<file path="src/pkg/tcs_defs.vh">
`ifndef TCS_DEFS_VH
`define TCS_DEFS_VH

// ----------------------------------------------------------------
// register indices (byte address = index * 4)
// ----------------------------------------------------------------
`define TCS_IDX_W 10
`define TCS_IDX_CNT_LO 10'h0A4
`define TCS_IDX_CNT_HI 10'h0A5
`define TCS_IDX_STAT 10'h0A6
`define TCS_IDX_CTRL 10'h0AC

// ----------------------------------------------------------------
// event status / mask register fields
// ----------------------------------------------------------------
`define TCS_STAT_EDGE 7
`define TCS_STAT_LO_CY 6
`define TCS_STAT_HI_CY 5
`define TCS_STAT_MEAS 4
`define TCS_MASK_EDGE 3
`define TCS_MASK_LO_CY 2
`define TCS_MASK_HI_CY 1
`define TCS_MASK_MEAS 0

// ----------------------------------------------------------------
// control register fields
// ----------------------------------------------------------------
`define TCS_CTRL_SEL_LSB 0
`define TCS_CTRL_SEL_MSB 2
`define TCS_CTRL_INVERT 3
`define TCS_CTRL_ENABLE 4
`define TCS_CTRL_HI_OSC 5
`define TCS_CTRL_LEVEL 7

// ----------------------------------------------------------------
// edge source select codes
// ----------------------------------------------------------------
`define TCS_SRC_CMP0 3'h0
`define TCS_SRC_LS_OSC 3'h1
`define TCS_SRC_CMP1 3'h2
`define TCS_SRC_OSC_TC 3'h3
`define TCS_SRC_INTERVAL 3'h4
`define TCS_SRC_OSC_IRQ 3'h5
`define TCS_SRC_ABUS 3'h6
`define TCS_SRC_ZERO 3'h7

// ----------------------------------------------------------------
// reset values
// ----------------------------------------------------------------
`define TCS_RST_COUNT 8'h00
`define TCS_RST_STAT 8'h00
`define TCS_RST_CTRL 8'h00
`define TCS_RST_SEL 3'h0
`define TCS_BYTE_MAX 8'hFF

`endif

</file>
<file path="src/rtl/tcs_byte_counter.v">
`include "tcs_defs.vh"

module tcs_byte_counter #(
    parameter WIDTH = 8
) (
    input wire core_clk_i,
    input wire rst_i,
    input wire clear_i,
    input wire inc_i,
    output wire [WIDTH-1:0] count_o,
    output wire carry_o
);

    reg [WIDTH-1:0] count_q;
    reg [WIDTH-1:0] count_d;

    // carry is taken on the wrap, same cycle as the increment
    assign carry_o = inc_i & ~clear_i & (&count_q);
    assign count_o = count_q;

    always @* begin
        count_d = count_q;
        if (clear_i) begin
            count_d = {WIDTH{1'b0}};
        end else if (inc_i) begin
            count_d = count_q + {{(WIDTH-1){1'b0}}, 1'b1};
        end
    end

    always @(posedge core_clk_i or posedge rst_i) begin
        if (rst_i) begin
            count_q <= {WIDTH{1'b0}};
        end else begin
            count_q <= count_d;
        end
    end

endmodule // tcs_byte_counter

</file>
<file path="src/rtl/tcs_counter_status.v">
// Behaviour
// - low count register reads low byte
// - high count register reads high byte
// - disabled counter forces both bytes zero
// - rising edge on selected input sets bit7, a falling edge when inverted
// - low byte carry sets bit 6
// - high byte carry sets bit 5
// - measurement done sets bit 4
// - writing zero clears flag, one keeps
// - mask bit 3 gates edge flag
// - mask bit 2 gates low carry
// - mask bit 1 gates high carry
// - mask bit 0 gates measurement done
// - three-bit selector picks edge source

`include "tcs_defs.vh"

module tcs_counter_status (
    input wire core_clk_i,
    input wire rst_i,
    // wishbone classic slave
    input wire wb_cyc_i,
    input wire wb_stb_i,
    input wire wb_we_i,
    input wire [11:0] wb_adr_i,
    input wire [3:0] wb_sel_i,
    input wire [31:0] wb_dat_i,
    output wire [31:0] wb_dat_o,
    output wire wb_ack_o,
    // counter timing from the core
    input wire run_i,
    input wire low_tick_i,
    input wire osc_tick_i,
    input wire meas_done_i,
    // candidate edge sources
    input wire cmp0_i,
    input wire low_speed_osc_i,
    input wire cmp1_i,
    input wire relaxation_osc_tc_i,
    input wire interval_timer_i,
    input wire relaxation_osc_irq_i,
    input wire analog_bus_i,
    // outputs
    output wire counter_enable_o,
    output wire irq_o
);

    // ----------------------------------------------------------------
    // declarations
    // ----------------------------------------------------------------
    reg ack_q;
    reg [31:0] rdata_q;
    reg [31:0] rdata_d;
    reg [3:0] flag_q;
    reg [3:0] flag_d;
    reg [3:0] mask_q;
    reg [3:0] mask_d;
    reg [2:0] edge_source_select_q;
    reg invert_q;
    reg enable_q;
    reg hi_on_osc_q;
    reg sel_level_q;
    reg irq_q;
    reg irq_d;
    reg sel_raw;
    wire sel_level;
    wire [`TCS_IDX_W-1:0] adr_idx;
    wire bus_req;
    wire wr_strobe;
    wire bus_rd;
    wire lane0_wr;
    wire hit_stat;
    wire hit_ctrl;
    wire stat_wr;
    wire ctrl_wr;
    wire [7:0] wdat;
    wire [7:0] cnt_lo;
    wire [7:0] cnt_hi;
    wire lo_carry;
    wire hi_carry;
    wire lo_inc;
    wire hi_inc;
    wire cnt_clear;
    wire edge_event;
    wire [3:0] flag_set;
    wire [3:0] flag_wclr;

    // ----------------------------------------------------------------
    // bus decode
    // ----------------------------------------------------------------
    assign adr_idx = wb_adr_i[11:2];
    assign bus_req = wb_cyc_i & wb_stb_i & ~ack_q;
    assign bus_rd = bus_req & ~wb_we_i;
    assign hit_stat = (adr_idx == `TCS_IDX_STAT);
    assign hit_ctrl = (adr_idx == `TCS_IDX_CTRL);
    assign wdat = wb_dat_i[7:0];

    // ----------------------------------------------------------------
    // write strobes
    // ----------------------------------------------------------------
    // a write lands on the edge that also samples ack high, while the
    // master still holds address and data, so register and answer
    // agree on one edge; this costs nothing as ack is registered anyway
    assign wr_strobe = wb_cyc_i & wb_stb_i & wb_we_i & ack_q;
    // all registers are one byte wide, only lane 0 carries data
    // with sel[0] low the whole write is dropped
    assign lane0_wr = wr_strobe & wb_sel_i[0];
    assign stat_wr = lane0_wr & hit_stat;
    assign ctrl_wr = lane0_wr & hit_ctrl;

    // ----------------------------------------------------------------
    // bus answer
    // ----------------------------------------------------------------
    // one wait state: ack is registered, dropped the cycle after
    // a new request is only taken once ack has dropped
    always @(posedge core_clk_i or posedge rst_i) begin
        if (rst_i) begin
            ack_q <= 1'b0;
        end else begin
            ack_q <= bus_req;
        end
    end

    // ----------------------------------------------------------------
    // read data
    // ----------------------------------------------------------------
    always @* begin
        rdata_d = 32'h0000_0000;
        case (adr_idx)
            // the count bytes have no write path at all
            // low byte readout
            `TCS_IDX_CNT_LO: begin
                rdata_d[7:0] = cnt_lo;
            end
            `TCS_IDX_CNT_HI: begin
                rdata_d[7:0] = cnt_hi;
            end
            // flags in the top nibble, masks below
            `TCS_IDX_STAT: begin
                rdata_d[7:0] = {flag_q, mask_q};
            end
            // bit 7 is the sampled level, writes never reach it
            `TCS_IDX_CTRL: begin
                rdata_d[`TCS_CTRL_SEL_MSB:`TCS_CTRL_SEL_LSB] =
                    edge_source_select_q;
                rdata_d[`TCS_CTRL_INVERT] = invert_q;
                rdata_d[`TCS_CTRL_ENABLE] = enable_q;
                rdata_d[`TCS_CTRL_HI_OSC] = hi_on_osc_q;
                rdata_d[`TCS_CTRL_LEVEL] = sel_level_q;
            end
            default: begin
                // unmapped reads answer zero, writes are dropped
                rdata_d = 32'h0000_0000;
            end
        endcase
    end

    // data only changes on a read answer, else it holds zero
    always @(posedge core_clk_i or posedge rst_i) begin
        if (rst_i) begin
            rdata_q <= 32'h0000_0000;
        end else if (bus_rd) begin
            rdata_q <= rdata_d;
        end else begin
            rdata_q <= 32'h0000_0000;
        end
    end

    assign wb_ack_o = ack_q;
    assign wb_dat_o = rdata_q;

    // ----------------------------------------------------------------
    // control register
    // ----------------------------------------------------------------
    always @(posedge core_clk_i or posedge rst_i) begin
        if (rst_i) begin
            edge_source_select_q <= `TCS_RST_SEL;
            invert_q <= 1'b0;
            enable_q <= 1'b0;
            hi_on_osc_q <= 1'b0;
        end else if (ctrl_wr) begin
            edge_source_select_q <=
                wdat[`TCS_CTRL_SEL_MSB:`TCS_CTRL_SEL_LSB];
            invert_q <= wdat[`TCS_CTRL_INVERT];
            enable_q <= wdat[`TCS_CTRL_ENABLE];
            hi_on_osc_q <= wdat[`TCS_CTRL_HI_OSC];
        end
    end

    assign counter_enable_o = enable_q;

    // ----------------------------------------------------------------
    // count bytes
    // ----------------------------------------------------------------
    // disable clears counts
    // counts are only coherent once the core has stopped them,
    // a read while running may catch a byte in mid-carry
    assign cnt_clear = ~enable_q;
    assign lo_inc = enable_q & run_i & low_tick_i;
    // high byte chains from the low carry unless it runs on the osc
    assign hi_inc = enable_q & run_i &
        (hi_on_osc_q ? osc_tick_i : lo_carry);

    tcs_byte_counter #(
        .WIDTH(8)
    ) u_cnt_lo (
        .core_clk_i(core_clk_i),
        .rst_i(rst_i),
        .clear_i(cnt_clear),
        .inc_i(lo_inc),
        .count_o(cnt_lo),
        .carry_o(lo_carry)
    );

    tcs_byte_counter #(
        .WIDTH(8)
    ) u_cnt_hi (
        .core_clk_i(core_clk_i),
        .rst_i(rst_i),
        .clear_i(cnt_clear),
        .inc_i(hi_inc),
        .count_o(cnt_hi),
        .carry_o(hi_carry)
    );

    // ----------------------------------------------------------------
    // edge source selection
    // ----------------------------------------------------------------
    // source multiplexer
    // code 7 parks the detector on a constant level, low unless the invert bit is set
    always @* begin
        case (edge_source_select_q)
            `TCS_SRC_CMP0: sel_raw = cmp0_i;
            `TCS_SRC_LS_OSC: sel_raw = low_speed_osc_i;
            `TCS_SRC_CMP1: sel_raw = cmp1_i;
            `TCS_SRC_OSC_TC: sel_raw = relaxation_osc_tc_i;
            `TCS_SRC_INTERVAL: sel_raw = interval_timer_i;
            `TCS_SRC_OSC_IRQ: sel_raw = relaxation_osc_irq_i;
            `TCS_SRC_ABUS: sel_raw = analog_bus_i;
            `TCS_SRC_ZERO: sel_raw = 1'b0;
            default: sel_raw = 1'b0;
        endcase
    end

    assign sel_level = sel_raw ^ invert_q;

    always @(posedge core_clk_i or posedge rst_i) begin
        if (rst_i) begin
            sel_level_q <= 1'b0;
        end else begin
            sel_level_q <= sel_level;
        end
    end

    // rising edge detect
    // a source switch may itself look like an edge
    assign edge_event = sel_level & ~sel_level_q;

    // ----------------------------------------------------------------
    // sticky event flags
    // ----------------------------------------------------------------
    // low carry event
    assign flag_set[2] = lo_carry;
    assign flag_set[1] = hi_carry;
    assign flag_set[0] = meas_done_i;
    // input edge event
    // edges and measurements set even while the counter is off
    assign flag_set[3] = edge_event;

    // zero clears flag
    // the write only clears, it never sets a flag
    assign flag_wclr = stat_wr ? ~wdat[7:4] : 4'h0;

    always @* begin
        // new events win over a clear in the same cycle
        flag_d = (flag_q & ~flag_wclr) | flag_set;
        // the same write always loads the mask nibble
        mask_d = mask_q;
        if (stat_wr) begin
            mask_d = wdat[3:0];
        end
    end

    always @(posedge core_clk_i or posedge rst_i) begin
        if (rst_i) begin
            flag_q <= 4'h0;
            mask_q <= 4'h0;
        end else begin
            flag_q <= flag_d;
            mask_q <= mask_d;
        end
    end

    // ----------------------------------------------------------------
    // interrupt
    // ----------------------------------------------------------------
    always @* begin
        irq_d = 1'b0;
        // no priority: any unmasked flag raises the line
        // edge flag gate
        if (flag_q[3] && mask_q[`TCS_MASK_EDGE]) begin
            irq_d = 1'b1;
        end
        if (flag_q[2] && mask_q[`TCS_MASK_LO_CY]) begin
            irq_d = 1'b1;
        end
        if (flag_q[1] && mask_q[`TCS_MASK_HI_CY]) begin
            irq_d = 1'b1;
        end
        if (flag_q[0] && mask_q[`TCS_MASK_MEAS]) begin
            irq_d = 1'b1;
        end
    end

    // level interrupt output
    // registered, so it trails the flag by one cycle
    always @(posedge core_clk_i or posedge rst_i) begin
        if (rst_i) begin
            irq_q <= 1'b0;
        end else begin
            irq_q <= irq_d;
        end
    end

    assign irq_o = irq_q;

endmodule // tcs_counter_status

</file>
<file path="config.mk">
export PLATFORM = sky130hd
export DESIGN_NAME = tcs_counter_status
export DESIGN_NICKNAME = d
export VERILOG_FILES = /design/src/rtl/tcs_byte_counter.v /design/src/rtl/tcs_counter_status.v
export VERILOG_INCLUDE_DIRS = /design/src /design/src/pkg
export SDC_FILE = /design/constraint.sdc
export NUM_CORES = 1
export LEC_CHECK = 0
export BUFFER_PORTS_ARGS = -buffer_cell sky130_fd_sc_hd__buf_2
export CORE_MARGIN = 3
export CORE_UTILIZATION = 52
export CTS_BUF_LIST = sky130_fd_sc_hd__clkbuf_16
export CTS_CLUSTER_SIZE = 14
export DETAILED_ROUTE_END_ITERATION = 12
export GPL_ROUTABILITY_DRIVEN = 1
export PLACE_DENSITY = 0.85
export RECOVER_POWER = 100
export REMOVE_ABC_BUFFERS = 1
export SKIP_CTS_REPAIR_TIMING = 1
export SLEW_MARGIN = 20
export SYNTH_ARGS = -nofsm -noshare
export SYNTH_HDL_FRONTEND = slang
export SYNTH_SLANG_ARGS = --single-unit
</file>
<file path="constraint.sdc">
create_clock -name core_clk_i -period 3.81 [get_ports core_clk_i]
set_input_delay 0.762 -clock core_clk_i [delete_from_list [all_inputs] [get_ports core_clk_i]]
set_output_delay 0.762 -clock core_clk_i [all_outputs]
set_load 0.03 [all_outputs]
</file>
==> run summary <==
Die area - 5482 um^2
CP required - 4.01 ns
Critical Path Max Stage Delay - 0.97 ns
Worst-path cell chain - buf_2, nor4b_1, nand2_1, nor4b_1, a21boi_0
Unrepaired setup endpoints after global routing - no
EDFF count, synth - 0
Post-route cell area - 2653 um^2
Drt pass-1 iters - 4
Final Skew - 0.005540 ns
CP Capture Type - flip-flop
Root buf cell - clkbuf_16
CTS tree - yes
Fmax achieved - 0.3573 GHz
Crit path buffers/inverters - 1
Yosys cell types - 47
Worst Hold Slack - 0.4893 ns
Min-delay worst type - flip-flop to flip-flop
Crit-path leading delay family - simple AND/OR/NAND/NOR gates
Main synth FF type - dfrtp_1
ANT nets after route - 0
Leakage - 1.281 nW
Area growth syn-to-layout - 10.19%
Post-synthesis register bit count - 41
Pwr per Cell Area - 371.7 nW/um^2
Fillers - 379
Placeable Area - 4414 um^2
1st-iter DRT viols - 202
H-tree depth - 2
Clk_lat worst skew - 0.29 ns
Worst slew pin tran - 2.068 ns
Arrival time at the worst endpoint - 3.00 ns
Reg clk slew, reported paths - 0.06 ns
Vias per cell - 5.556
WS Path Type - input port to flip-flop
Tot GR Track Use - 0.1953
Global-route wire length before repair - 7879 um
Final worst-path cycle share - 0.7347
Post-Synthesis Cell Area - 2407 um^2
Maxcap violations - 1
CP Max Fanout - 7
Diode count - 0
Port bufs - 45
Initial Util - 0.5454
Final min period - 2.799 ns
Peak VDD IR - 0.2608 mV
Crit Reg-Reg Startpoint - counter_enable_o
Final Hold Fails - 0
Most frequent CP cell - nor4b_1
Rows - 24
Count of final setup violators - 0
DP Area - 2571 um^2
Chip Width - 74.04 um
Commonest non-fill, non-tap cells in the layout - dfrtp_1, buf_2, conb_1
Initial antenna violation count - 0
Slew headroom - -0.3786
Hold Path Depth - 1
Register area share after synthesis - 0.4262
Warnings from Yosys - 0
Syn_area_per_cell - 10.70 um^2
Hold Crit Start - wb_ack_o
Setup tns final - 0 ns
Via count - 1,789
Post-DP HPWL - 3638 um
CTS buffer count - 5
Critical R2R Capture - u_cnt_hi.count_o[3]
Vias in the first global route - 1,619
Layout cells sized above 1 - 0.1704
Total design power - 0.9861 mW
Final #Nets - 335
Failing checks - max-capacitance violations, max-slew violations
Multi-input logic area - 1172 um^2
Cells after synthesis - 225
Drt total wl - 4974 um
Worst Hold Endpoint - wb_ack_o
Max-slew violation count - 42
Max Root-Sink Buffers - 2
Die Height - 74.04 um
Drc violations - 0
Slowest cell on crit path - nor4b_1
Startpoint Class - input port
# IOs - 99
Most common cell after layout, fill and taps aside - dfrtp_1
Run status - complete, but fails checks
Post-synth ARST share - 1.000
Global placer's final weighted congestion - 0.8458
Routed len/inst - 15.45 um
FF-to-FF path depth - 4
FF+latch area - 1026 um^2
Total grt overflow - 0
Largest net degree at the start of global routing - 42
Clock sinks - 41
Reg-to-reg setup timing slack - 1.38 ns
-- report_power, final --
part | switching, mW | total (mW) | internal [mW]
logic | 0.0582 | 0.0782 | 0.0200
registers | 0.00101 | 0.438 | 0.437
clock network | 0.164 | 0.470 | 0.306
total | 0.223 | 0.986 | 0.763
-- cell usage after synthesis, drive strengths merged, types with 4 or more instances --
cell | n | area, um^2
buf | 28 | 205.2
and2 | 6 | 37.54
nand4 | 4 | 37.53
o31ai | 4 | 35.03
dfrtp | 41 | 1026
o21a | 6 | 45.04
xnor2 | 5 | 43.79
a22o | 7 | 61.31
nor2 | 10 | 37.54
and3 | 7 | 43.79
mux2 | 10 | 112.6
mux2i | 18 | 180.2
nand2 | 19 | 73.82
nand2b | 8 | 50.05
clkbuf | 4 | 15.01
o41ai | 4 | 53.81
nand3 | 9 | 45.04
-- metal layers --
layer | global-route usage | wire length, um
met1 | 0.2420 | 1997
met2 | 0.3228 | 2473
met3 | 0.05946 | 428
met4 | 0.07042 | 75
met5 | 0 | 0
-- final cells by class --
class                           count  area share
Tap cell                           52     0.02453
Clock buffer                        5     0.04717
Clock inverter                      3     0.01557
Timing Repair Buffer               46     0.08113
Inverter                            2    0.002830
Sequential cell                    41      0.3868
Multi-Input combinational cell    173      0.4420
-- flip-flops by register name, indices dropped and copies added, names as in the netlist --
register / count
edge_source_select_q: 3
u_cnt_lo.count_o: 8
flag_q: 4
u_cnt_hi.count_o: 8
wb_dat_o: 8
irq_o: 1
counter_enable_o: 1
sel_level_q: 1
wb_ack_o: 1
mask_q: 4
hi_on_osc_q: 1
invert_q: 1
-- cell families after synthesis --
group / synth area share
AND/OR/NAND/NOR: 0.2022
flip-flops: 0.4262
buffers and inverters: 0.09460
AO/OA/AOI/OAI: 0.1086
multiplexers: 0.1310
XOR/XNOR: 0.02547
adder cells (fa/ha/maj): 0.01039
other: 0.001558
-- worst max-delay path by stage --
stage                      from                      end  slack (ns)  depth (start not counted)
global placement    wb_adr_i[8]  edge_source_select_q[1]        1.20                          5
CTS                 wb_adr_i[8]  edge_source_select_q[2]        1.45                          5
finish              wb_adr_i[8]              wb_dat_o[5]        1.01                          5
detailed placement  wb_adr_i[8]  edge_source_select_q[0]        1.17                          5
floorplan           wb_adr_i[8]         counter_enable_o        1.58                          4
global route        wb_adr_i[8]              wb_dat_o[5]        0.78                          5
-- through the flow --
step	utilization	setup WS, ns	cells
finish	0.6009	1.011	322
detailed placement	0.5825	1.169	314
CTS	0.6202	1.453	322
global route	0.6009	0.7755	322
global placement	0.5825	1.200	314
floorplan	-	1.578	216
Power figures use the tool's default switching activity.
